<file path="config.mk">
export PLATFORM = sky130hd
export DESIGN_NAME = fpc_top
export DESIGN_NICKNAME = d
export VERILOG_FILES = /design/src/design/fpc_pkg.sv /design/src/design/fpc_top.sv
export SDC_FILE = /design/constraint.sdc
export NUM_CORES = 1
export LEC_CHECK = 0
export BUFFER_PORTS_ARGS = -buffer_cell sky130_fd_sc_hd__buf_2
export CORE_ASPECT_RATIO = 2
export CORE_UTILIZATION = 46
export DETAILED_ROUTE_END_ITERATION = 7
export PLACE_DENSITY_LB_ADDON = 0.15
export SYNTH_ARGS = -nofsm -noshare
export SYNTH_HDL_FRONTEND = slang
export SYNTH_SLANG_ARGS = --single-unit
export TNS_END_PERCENT = 5
</file>
<file path="constraint.sdc">
create_clock -name aclk -period 3.3 [get_ports aclk]
set_input_delay 0.33 -clock aclk [delete_from_list [all_inputs] [get_ports aclk]]
set_output_delay 0.33 -clock aclk [all_outputs]
set_load 0.02 [all_outputs]
</file>
<file path="src/design/fpc_pkg.sv">
// Package of constants for the flash protection control block
package fpc_pkg;
  // Register byte offsets on the AXI4-Lite bus
  localparam logic [7:0] FPC_OFF_PPROT   = 8'h00;
  localparam logic [7:0] FPC_OFF_DPROT   = 8'h04;
  localparam logic [7:0] FPC_OFF_STATUS  = 8'h08;
  localparam logic [7:0] FPC_OFF_CMDIDX  = 8'h0C;
  localparam logic [7:0] FPC_OFF_CMDOBJ  = 8'h10;
  localparam logic [7:0] FPC_OFF_REQ     = 8'h14;
  // Program-flash protection field positions
  localparam int FPC_P_OPEN  = 7;
  localparam int FPC_P_RNV   = 6;
  localparam int FPC_P_HDIS  = 5;
  localparam int FPC_P_HS_LO = 3;
  localparam int FPC_P_LDIS  = 2;
  localparam int FPC_P_LS_LO = 0;
  // Data-flash protection field positions
  localparam int FPC_D_DIS   = 7;
  // Fault fallback values
  localparam logic [7:0] FPC_PPROT_FAULT = 8'h7F;
  localparam logic [7:0] FPC_DPROT_FAULT = 8'h0F;
  // Nonvolatile byte addresses
  localparam logic [17:0] FPC_NV_PPROT_ADDR = 18'h3_FF0C;
  localparam logic [17:0] FPC_NV_DPROT_ADDR = 18'h3_FF0D;
  // Memory map
  localparam logic [17:0] FPC_PF_TOP    = 18'h3_FFFF;
  localparam logic [17:0] FPC_PF_BOTTOM = 18'h3_8000;
  localparam logic [17:0] FPC_DF_BASE   = 18'h0_4400;
  localparam int FPC_PF_SECTORS   = 256;
  localparam int FPC_PF_SECT_BYTES = 512;
  localparam int FPC_DF_SECTORS   = 16;
  localparam int FPC_DF_SECT_BYTES = 256;
  localparam int FPC_CMD_WORDS    = 6;
  // Command kinds
  typedef enum logic [1:0] {
    FPC_OP_PROG  = 2'b00,
    FPC_OP_SECT  = 2'b01,
    FPC_OP_BLOCK = 2'b10
  } fpc_op_t;
endpackage : fpc_pkg

</file>
<file path="src/design/fpc_top.sv">
// Flash protection control with AXI4-Lite register slave
`timescale 1ns/1ps
module fpc_top #(
  parameter logic [8:0] HS_SECTORS0 = 9'd4,
  parameter logic [8:0] HS_SECTORS1 = 9'd8,
  parameter logic [8:0] HS_SECTORS2 = 9'd16,
  parameter logic [8:0] HS_SECTORS3 = 9'd32,
  parameter logic [8:0] LS_SECTORS0 = 9'd2,
  parameter logic [8:0] LS_SECTORS1 = 9'd4,
  parameter logic [8:0] LS_SECTORS2 = 9'd8,
  parameter logic [8:0] LS_SECTORS3 = 9'd16
) (
  input  wire logic        aclk,
  input  wire logic        aresetn,
  input  wire logic        clk_en,
  // NV protection bytes offered during reset load
  input  wire logic        nv_valid,
  input  wire logic [7:0]  nv_pprot_byte,
  input  wire logic        nv_pprot_dbl_fault,
  input  wire logic [7:0]  nv_dprot_byte,
  input  wire logic        nv_dprot_dbl_fault,
  output logic             nv_load_done,
  // AXI4-Lite slave
  input  wire logic [7:0]  s_axi_awaddr,
  input  wire logic        s_axi_awvalid,
  output logic             s_axi_awready,
  input  wire logic [31:0] s_axi_wdata,
  input  wire logic [3:0]  s_axi_wstrb,
  input  wire logic        s_axi_wvalid,
  output logic             s_axi_wready,
  output logic [1:0]       s_axi_bresp,
  output logic             s_axi_bvalid,
  input  wire logic        s_axi_bready,
  input  wire logic [7:0]  s_axi_araddr,
  input  wire logic        s_axi_arvalid,
  output logic             s_axi_arready,
  output logic [31:0]      s_axi_rdata,
  output logic [1:0]       s_axi_rresp,
  output logic             s_axi_rvalid,
  input  wire logic        s_axi_rready,
  // Check result toward the command engine
  output logic             op_allowed,
  output logic             op_refused
);
  import fpc_pkg::*;

  logic [7:0]  pprot_q;
  logic [7:0]  dprot_q;
  logic        viol_q;
  logic [2:0]  cmd_idx_q;
  logic [15:0] cmd_obj_q [FPC_CMD_WORDS];
  logic        loaded_q;
  logic [31:0] awaddr_q;
  logic        aw_have_q;
  logic [31:0] wdata_q;
  logic [3:0]  wstrb_q;
  logic        w_have_q;
  logic        req_q;
  logic [1:0]  req_op_q;
  logic [17:0] req_addr_q;

  // Reset load of protection bytes; held off until NV data is ready
  always_ff @(posedge aclk) begin
    if (!aresetn) begin
      loaded_q     <= 1'b0;
      nv_load_done <= 1'b0;
    end else if (clk_en && !loaded_q && nv_valid) begin
      loaded_q     <= 1'b1;
      nv_load_done <= 1'b1;
    end
  end

  // Bus handshake: write taken when address and data both held
  logic wr_fire;
  logic [7:0] wr_off;
  logic [7:0] wbyte;
  assign wr_fire = aw_have_q && w_have_q && !s_axi_bvalid && loaded_q;
  assign wr_off  = awaddr_q[7:0];
  assign wbyte   = wstrb_q[0] ? wdata_q[7:0] : 8'h00;

  always_ff @(posedge aclk) begin
    if (!aresetn) begin
      aw_have_q     <= 1'b0;
      w_have_q      <= 1'b0;
      awaddr_q      <= 32'h0000_0000;
      wdata_q       <= 32'h0000_0000;
      wstrb_q       <= 4'h0;
      s_axi_awready <= 1'b0;
      s_axi_wready  <= 1'b0;
      s_axi_bvalid  <= 1'b0;
      s_axi_bresp   <= 2'b00;
    end else if (clk_en) begin
      s_axi_awready <= 1'b0;
      s_axi_wready  <= 1'b0;
      if (s_axi_awvalid && !aw_have_q && !s_axi_awready) begin
        awaddr_q      <= {24'h00_0000, s_axi_awaddr};
        aw_have_q     <= 1'b1;
        s_axi_awready <= 1'b1;
      end
      if (s_axi_wvalid && !w_have_q && !s_axi_wready) begin
        wdata_q      <= s_axi_wdata;
        wstrb_q      <= s_axi_wstrb;
        w_have_q     <= 1'b1;
        s_axi_wready <= 1'b1;
      end
      if (wr_fire) begin
        aw_have_q    <= 1'b0;
        w_have_q     <= 1'b0;
        s_axi_bvalid <= 1'b1;
        s_axi_bresp  <= (wr_off > FPC_OFF_REQ || wr_off[1:0] != 2'b00) ? 2'b10 : 2'b00;
      end else if (s_axi_bvalid && s_axi_bready) begin
        s_axi_bvalid <= 1'b0;
      end
    end
  end

  // Scenario transition table, row is current, bit is target
  function automatic logic pprot_move_ok(input logic [2:0] from, input logic [2:0] to);
    logic [7:0] row;
    row = 8'h00;
    case (from)
      3'd0:    row = 8'h0F;
      3'd1:    row = 8'h0A;
      3'd2:    row = 8'h0C;
      3'd3:    row = 8'h08;
      3'd4:    row = 8'h18;
      3'd5:    row = 8'h3C;
      3'd6:    row = 8'h5A;
      3'd7:    row = 8'hFF;
      default: row = 8'h00;
    endcase
    return row[to];
  endfunction : pprot_move_ok

  logic [2:0] scen_cur;
  logic [2:0] scen_new;
  logic [7:0] pprot_cand;
  assign scen_cur = {pprot_q[FPC_P_OPEN], pprot_q[FPC_P_HDIS], pprot_q[FPC_P_LDIS]};

  always_comb begin
    pprot_cand = pprot_q;
    pprot_cand[FPC_P_OPEN] = wbyte[FPC_P_OPEN];
    pprot_cand[FPC_P_HDIS] = wbyte[FPC_P_HDIS];
    pprot_cand[FPC_P_LDIS] = wbyte[FPC_P_LDIS];
    if (pprot_q[FPC_P_HDIS])
      pprot_cand[FPC_P_HS_LO +: 2] = wbyte[FPC_P_HS_LO +: 2];
    if (pprot_q[FPC_P_LDIS])
      pprot_cand[FPC_P_LS_LO +: 2] = wbyte[FPC_P_LS_LO +: 2];
  end
  assign scen_new = {pprot_cand[FPC_P_OPEN], pprot_cand[FPC_P_HDIS], pprot_cand[FPC_P_LDIS]};

  // Program-flash protection register
  always_ff @(posedge aclk) begin
    if (!aresetn) begin
      pprot_q <= FPC_PPROT_FAULT;
    end else if (clk_en) begin
      if (!loaded_q && nv_valid) begin
        if (nv_pprot_dbl_fault)
          pprot_q <= FPC_PPROT_FAULT;
        else
          pprot_q <= nv_pprot_byte;
      end else if (wr_fire && wr_off == FPC_OFF_PPROT && wstrb_q[0]) begin
        if (pprot_move_ok(scen_cur, scen_new))
          pprot_q <= pprot_cand;
      end
    end
  end

  // Data-flash protection register
  always_ff @(posedge aclk) begin
    if (!aresetn) begin
      dprot_q <= FPC_DPROT_FAULT;
    end else if (clk_en) begin
      if (!loaded_q && nv_valid) begin
        if (nv_dprot_dbl_fault)
          dprot_q <= FPC_DPROT_FAULT;
        else
          dprot_q <= {nv_dprot_byte[7], 3'b000, nv_dprot_byte[3:0]};
      end else if (wr_fire && wr_off == FPC_OFF_DPROT && wstrb_q[0]) begin
        if (wbyte[3:0] > dprot_q[3:0] && !(wbyte[FPC_D_DIS] && !dprot_q[FPC_D_DIS]))
          dprot_q <= {wbyte[FPC_D_DIS], 3'b000, wbyte[3:0]};
        else if (wbyte[3:0] == dprot_q[3:0] && dprot_q[FPC_D_DIS] && !wbyte[FPC_D_DIS])
          dprot_q[FPC_D_DIS] <= 1'b0;
      end
    end
  end

  always_ff @(posedge aclk) begin
    if (!aresetn) begin
      cmd_idx_q <= 3'd0;
      for (int i = 0; i < FPC_CMD_WORDS; i++)
        cmd_obj_q[i] <= 16'h0000;
    end else if (clk_en && wr_fire) begin
      if (wr_off == FPC_OFF_CMDIDX && wstrb_q[0])
        cmd_idx_q <= wdata_q[2:0];
      if (wr_off == FPC_OFF_CMDOBJ && cmd_idx_q < 3'(FPC_CMD_WORDS)) begin
        if (wstrb_q[0])
          cmd_obj_q[cmd_idx_q][7:0] <= wdata_q[7:0];
        if (wstrb_q[1])
          cmd_obj_q[cmd_idx_q][15:8] <= wdata_q[15:8];
      end
    end
  end

  // Protection check of a requested operation
  function automatic logic [8:0] hs_sectors(input logic [1:0] code);
    case (code)
      2'd0:    return HS_SECTORS0;
      2'd1:    return HS_SECTORS1;
      2'd2:    return HS_SECTORS2;
      default: return HS_SECTORS3;
    endcase
  endfunction : hs_sectors

  function automatic logic [8:0] ls_sectors(input logic [1:0] code);
    case (code)
      2'd0:    return LS_SECTORS0;
      2'd1:    return LS_SECTORS1;
      2'd2:    return LS_SECTORS2;
      default: return LS_SECTORS3;
    endcase
  endfunction : ls_sectors

  logic        in_pf;
  logic        in_df;
  logic [8:0]  pf_sect;
  logic [4:0]  df_sect;
  logic        in_high;
  logic        in_low;
  logic        pf_prot;
  logic        pf_any;
  logic        df_prot;
  logic        df_any;
  logic        refuse;
  logic [17:0] pf_off;
  logic [17:0] df_off;
  logic [17:0] lo_off;

  // Program flash counted down from its top, so the top region never wraps
  assign pf_off  = FPC_PF_TOP - req_addr_q;
  assign lo_off  = req_addr_q - FPC_PF_BOTTOM;
  assign df_off  = req_addr_q - FPC_DF_BASE;
  assign in_pf   = pf_off < 18'(FPC_PF_SECTORS * FPC_PF_SECT_BYTES);
  assign in_df   = req_addr_q >= FPC_DF_BASE
                && df_off < 18'(FPC_DF_SECTORS * FPC_DF_SECT_BYTES);
  assign pf_sect = {1'b0, pf_off[16:9]};
  assign df_sect = {1'b0, df_off[11:8]};
  assign in_high = !pprot_q[FPC_P_HDIS] && pf_sect < hs_sectors(pprot_q[FPC_P_HS_LO +: 2]);
  assign in_low  = !pprot_q[FPC_P_LDIS] && req_addr_q >= FPC_PF_BOTTOM
                && lo_off[17:9] < ls_sectors(pprot_q[FPC_P_LS_LO +: 2]);
  assign pf_prot = pprot_q[FPC_P_OPEN] ? (in_high || in_low) : !(in_high || in_low);
  assign pf_any  = !pprot_q[FPC_P_OPEN] || !pprot_q[FPC_P_HDIS] || !pprot_q[FPC_P_LDIS];
  assign df_prot = !dprot_q[FPC_D_DIS] && df_sect <= {1'b0, dprot_q[3:0]};
  assign df_any  = !dprot_q[FPC_D_DIS];

  always_comb begin
    refuse = 1'b0;
    if (in_pf) begin
      if (req_op_q == FPC_OP_BLOCK)
        refuse = pf_any;
      else
        refuse = pf_prot;
    end else if (in_df) begin
      if (req_op_q == FPC_OP_BLOCK)
        refuse = df_any;
      else
        refuse = df_prot;
    end
  end

  // Request latch one cycle after the write, verdict one cycle after the latch
  always_ff @(posedge aclk) begin
    if (!aresetn) begin
      req_q      <= 1'b0;
      req_op_q   <= 2'b00;
      req_addr_q <= 18'h0_0000;
      op_allowed <= 1'b0;
      op_refused <= 1'b0;
    end else if (clk_en) begin
      req_q      <= wr_fire && wr_off == FPC_OFF_REQ;
      op_allowed <= req_q && !refuse;
      op_refused <= req_q && refuse;
      if (wr_fire && wr_off == FPC_OFF_REQ) begin
        req_addr_q <= wdata_q[17:0];
        req_op_q   <= wdata_q[25:24];
      end
    end
  end

  // Violation flag; set wins over write-one clear
  always_ff @(posedge aclk) begin
    if (!aresetn) begin
      viol_q <= 1'b0;
    end else if (clk_en) begin
      if (req_q && refuse)
        viol_q <= 1'b1;
      else if (wr_fire && wr_off == FPC_OFF_STATUS && wstrb_q[0] && wdata_q[0])
        viol_q <= 1'b0;
    end
  end

  // Read channel
  logic [31:0] rd_word;
  always_comb begin
    rd_word = 32'h0000_0000;
    case (s_axi_araddr)
      FPC_OFF_PPROT:  rd_word = {24'h00_0000, pprot_q};
      FPC_OFF_DPROT:  rd_word = {24'h00_0000, dprot_q};
      FPC_OFF_STATUS: rd_word = {31'h0000_0000, viol_q};
      FPC_OFF_CMDIDX: rd_word = {29'h0000_0000, cmd_idx_q};
      FPC_OFF_CMDOBJ: rd_word = (cmd_idx_q < 3'(FPC_CMD_WORDS))
                                ? {16'h0000, cmd_obj_q[cmd_idx_q]} : 32'h0000_0000;
      FPC_OFF_REQ:    rd_word = {6'h00, req_op_q, 6'h00, req_addr_q};
      default:        rd_word = 32'h0000_0000;
    endcase
  end

  always_ff @(posedge aclk) begin
    if (!aresetn) begin
      s_axi_arready <= 1'b0;
      s_axi_rvalid  <= 1'b0;
      s_axi_rdata   <= 32'h0000_0000;
      s_axi_rresp   <= 2'b00;
    end else if (clk_en) begin
      s_axi_arready <= 1'b0;
      if (s_axi_arvalid && !s_axi_rvalid && !s_axi_arready) begin
        s_axi_arready <= 1'b1;
        s_axi_rvalid  <= 1'b1;
        s_axi_rdata   <= rd_word;
        s_axi_rresp   <= (s_axi_araddr > FPC_OFF_REQ || s_axi_araddr[1:0] != 2'b00)
                         ? 2'b10 : 2'b00;
      end else if (s_axi_rvalid && s_axi_rready) begin
        s_axi_rvalid <= 1'b0;
      end
    end
  end
endmodule : fpc_top

</file>
Word level (Yosys, flattened, before mapping)
Memory sizes are Yosys's and may differ from the RTL's. A register that Yosys moved wholly into a read port is not among the register bits.
Index checks and enable logic that the tools add are counted.

word-level totals
  output and inout port bits = 44
  RAM bits = 96
  register bits after elaboration = 123
  memory bits (read-only) = 56
  word-level logic and storage cells = 214
  memories = 2

cells by class
  reductions and logical operators = 93
  order comparisons = 12
  $add $sub $neg = 3
  eq/ne operators = 16
  multiplexer cells = 61

memories
  name             depth  width  rd ports  clocked after memory_dff  write ports  line            text
  cmd_obj_q        6      16     1         1                         6            fpc_top.sv:51   logic [15:0] cmd_obj_q [FPC_CMD_WORDS];
  (no name shown)  8      7      1         1                         0            fpc_top.sv:121  case (from)

operator list
  kind                      number
  $pmux W26 S6              1
  $mux W8                   12
  $logic_and A1 B1 Y1       36
  $eq A8 B4 Y1 const B      4
  $eq A8 B5 Y1 const B      4
  $mux W1                   32
  $mux W16                  2
  $reduce_bool A2 Y1        13
  $reduce_and A2 Y1         12
  $ge A18 B15 Y1 const B    1
  $ge A18 B18 Y1 const B    1
  $lt A18 B13 Y1 const B    1
  $lt A18 B18 Y1 const B    1
  $pmux W6 S3               1
  $sub A18 B15 Y18 const B  1
  $sub A18 B18 Y18 const A  1
  $sub A18 B18 Y18 const B  1
  $eq A8 B3 Y1 const B      2
  $gt A8 B5 Y1 const B      2
  $logic_not A1 Y1          16
  $logic_not A8 Y1          2
  $reduce_or A16 Y1         1
  $mux W3                   5
  $pmux W5 S3               1
  other kinds (17)          32

Logic depth before layout (Yosys ltp)
  depth in word-level cells = 16
  gate-level depth with buffers = 10
  gate-level depth less buffers = 8

Worst setup path after synthesis
Ideal clock, no wire load.

  kind = reg-to-reg
  start point = register wstrb_q[0]
  end point = register dprot_q[0]
  library setup time = 0.120 ns
  arrival = 2.320 ns
  cell stages (with the launch flop) = 11
  clock period less this slack = 2.440 ns
  data required time = 3.180 ns
  setup slack = 0.860 ns
  buffers on the path = 2
  cell sequence = dfxtp_1 > clkbuf_1 > clkbuf_1 > and2_1 > ha_1 > nor2b_1 > o21a_1 > o21a_1 > o221ai_1 > a211oi_1 > a211o_1

between the ends
  cells in the longest elaborated chain, start to end = 6

ends and longest elaborated chain
  item                                                                  line            text
  start: declaration                                                    fpc_top.sv:56   logic [3:0] wstrb_q;
  start signal: assignment                                              fpc_top.sv:102  wstrb_q <= s_axi_wstrb;
  parallel branches: the longest is 6 deep, another holds $gt A4 B4 Y1  -
  end signal: assignment                                                fpc_top.sv:178  dprot_q <= {nv_dprot_byte[7], 3'b000, nv_dprot_byte[3:0]};
  end signal: assignment                                                fpc_top.sv:181  dprot_q <= {wbyte[FPC_D_DIS], 3'b000, wbyte[3:0]};
  end: declaration                                                      fpc_top.sv:48   logic [7:0] dprot_q;

Several ways; the timed one is not identified. The select of a mux whose other input is x is not followed.
A chain may end at the register's enable or synchronous reset.

==> insert_results.sql <==
INSERT INTO impl_metrics (metric_group, metric, value, unit) VALUES
('place', 'finalWeightedCongestion', '0.927', ''),
('logic_synthesis', 'synthesis.area_per_instance', '10.7', 'µm²'),
('timing', 'whs', '0.0519', 'ns'),
('final_layout', 'final_util', '53.8', '%'),
('worst_setup_path', 'ff2ff_path_depth', '6', ''),
('grt', 'grt_util_all_layers', '23.4', '%'),
('logic_synthesis', 'flip_flop_and_latch_count_after_synthesis', '238', ''),
('final_layout', 'final-instance-count-excl-fill', '1396', ''),
('job', 'cap_viol_max_count', '0', ''),
('clock_network', 'cts.root.buffer_cell', 'clkbuf_16', ''),
('floorplanning', 'start_util', '47.0', '%'),
('drt', 'route.detailed.drc', '0', ''),
('floorplanning', 'dieHeight', '217', 'µm'),
('place', 'detailed_place_hpwl', '20000', 'µm'),
('logic_synthesis', 'post_synth_xor_area_fraction', '0.246', '%'),
('floorplanning', 'num_io_pins', '123', ''),
('clock_network', 'cts-resized-gates', '0', ''),
('worst_setup_path', 'timing.critical_path.arrival', '2.96', 'ns'),
('timing', 'final_period_minus_worst_setup_slack', '2.79', 'ns'),
('floorplanning', 'core_area', '0.0227', 'mm²'),
('logic_synthesis', 'synth-simple-area-share', '16.6', '%'),
('clock_network', 'h-tree-depth', '1', ''),
('worst_setup_path', 'worstPathMaxFanout', '9', ''),
('timing', 'setup_violations', '0', ''),
('drt', 'drt_first_iter_violations', '380', ''),
('floorplanning', 'die_area', '0.0239', 'mm²'),
('worst_setup_path', 'setup.reg_to_reg.worst_slack', '0.51', 'ns'),
('worst_hold_path', 'min-delay-start', 's_axi_wdata[17]', ''),
('place', 'numPortBuffers', '91', ''),
('worst_hold_path', 'min_path_cells', '3', ''),
('worst_setup_path', 'crit_path_buffers_inverters', '0', ''),
('logic_synthesis', 'cell_count_after_synthesis', '997', ''),
('drt', 'avgRoutedWirePerCell', '19.2', 'µm'),
('clock_network', 'cts_sinks', '238', ''),
('worst_setup_path', 'setup.worst_path.start_class', 'flop', ''),
('final_layout', 'antenna_cells_inserted', '0', ''),
('logic_synthesis', 'ys_dominant_reg_cell', 'edfxtp_1', ''),
('timing', 'fin_skew', '0.00816', 'ns'),
('drt', 'route.vias.total', '7643', ''),
('status', 'status', 'finished clean', ''),
('worst_setup_path', 'setup.worst_path.class', 'flop to flop', ''),
('worst_setup_path', 'worst_path_dominant_cell_family', 'simple AND/OR/NAND/NOR gates', ''),
('worst_setup_path', 'critical_path.reg2reg.startpoint', 'awaddr_q[1]', ''),
('clock_network', 'clk_pin_slew', '0.07', 'ns'),
('logic_synthesis', 'synth-compound-area-share', '9.51', '%'),
('timing', 'max_slew.worst_pin.slew', '0.978', 'ns'),
('pwr', 'pwr_density', '521', 'mW/mm²'),
('grt', 'pin_count_of_the_biggest_net_entering_global_routing', '51', ''),
('final_layout', 'drive_gt1_share', '17.8', '%'),
('worst_setup_path', 'regToRegEndpoint', 'cmd_obj_q[3][13]', ''),
('worst_setup_path', 'critical_path.endpoint_type', 'flop', ''),
('clock_network', 'cts_tree', 'yes', ''),
('clock_network', 'cts_hold_buf', '0', ''),
('logic_synthesis', 'ys_seq_area_share', '56.6', '%'),
('clock_network', 'tritoncts.num_buffers', '22', ''),
('logic_synthesis', 'cells_taking_the_most_area_after_synthesis', 'edfxtp_1 (36%), dfxtp_1 (21%), mux4_2 (7.0%), nand2_1 (5.6%), nor2_1 (5.2%)', ''),
('worst_hold_path', 'worstHoldPathType', 'input port to flop', ''),
('floorplanning', 'floorplan.rows', '78', ''),
('logic_synthesis', 'yosys-top-cells-count', 'nand2_1 (160), nor2_1 (149), edfxtp_1 (128)', ''),
('logic_synthesis', 'synthesis.yosys.warnings', '0', ''),
('timing', 'worst_slew_margin_rel', '34.7', '%'),
('worst_setup_path', 'timing.critical_path.cells', 'or4_1 -> nor4_4 -> and3_1 -> and2_1 -> nand3_2 -> nand2_1', ''),
('logic_synthesis', 'asyncSetResetFlopFracSynth', '0', '%'),
('drt', 'drt_pre_antenna_iters', '6', ''),
('final_layout', 'stdcell_area', '0.0122', 'mm²'),
('clock_network', 'clk_path_buf_depth', '3', ''),
('timing', 'clock.fmax', '358', 'MHz'),
('logic_synthesis', 'synth_most_common_cell', 'nand2_1', ''),
('grt', 'number_of_antenna_violations_at_the_first_check_in_global_routing', '0', ''),
('floorplanning', 'die_width', '110', 'µm'),
('timing', 'slew_violations', '0', '');
[state kept, by name, indices dropped and copies added (netlist names), 2 cells and up, named ones only]
signal,flops
req_addr_q,18
req_op_q,2
wdata_q,20
wstrb_q,2
pprot_q,8
cmd_idx_q,3
dprot_q,5
cmd_obj_q,128
awaddr_q,8
s_axi_rdata,20
[per-layer routing]
layer	vias up	part of all wire, %	global-route usage (%)
met4	0	5.1	12.1
met1	3706	36	24.1
met3	69	3.4	2.84
met2	182	56	44.7
met5	-	0	0
li1	3686	-	-
[layout by cell type (no fill, tap or decap), types with 8 or more instances in the layout]
cell and count:
nand2_1 160, nor2_1 149, edfxtp_1 128, dfxtp_1 109, buf_2 91, a21oi_1 69
conb_1 46, inv_1 34, mux2i_1 34, mux4_2 33, clkbuf_16 23, o21ai_0 18
buf_4 18, ha_1 17, nor3_1 16, a211oi_1 13, nand3_1 12, a22oi_1 12
o22ai_1 8
[worst min-delay path, delay by kind of cell]
kind	cells	cell delay (ns)
AOI/OAI and AO/OA	1	0.05
buffers and inverters	1	0.10
and+or+nand+nor	1	0.05
[kinds of logic (layout without fill, tap and decap cells)]
kind of cell             after synthesis  in the layout
flip-flops                           238            238
AO/OA/AOI/OAI                        161            161
AND/OR/NAND/NOR                      399            399
XOR/XNOR                               3              3
multiplexers                          69             69
other                                  1             46
adder cells (fa/ha/maj)               17             17
buffers and inverters                109            183
[cell type report]
type / count / area [µm²]
Clock buffer: 28 / 624
Clock inverter: 11 / 136
Fill cell: 2055 / 10500
Inverter: 33 / 124
Multi-Input combinational cell: 695 / 4320
Sequential cell: 238 / 6050
Tap cell: 280 / 350
Timing Repair Buffer: 111 / 631
[power breakdown]
group	total, mW	internal (mW)	switching (mW)
clock	2.69	1.57	1.12
combinational	0.404	0.148	0.256
sequential	3.28	3.21	0.0676
total	6.38	4.94	1.44
[how the worst max path moves through the flow]
stage / start / end / slack, ns / depth (start not counted)
final: awaddr_q[1] / cmd_obj_q[3][13] / 0.51 / 6
after global routing: awaddr_q[1] / cmd_obj_q[3][11] / 0.37 / 6
after detailed placement: awaddr_q[1] / cmd_obj_q[3][13] / 0.54 / 6
after CTS: awaddr_q[1] / cmd_obj_q[3][11] / 0.48 / 6
after floorplan: wstrb_q[0] / dprot_q[0] / 0.86 / 10
after global placement: awaddr_q[1] / cmd_obj_q[3][13] / 0.57 / 6
(Power assumes the default switching activity.)
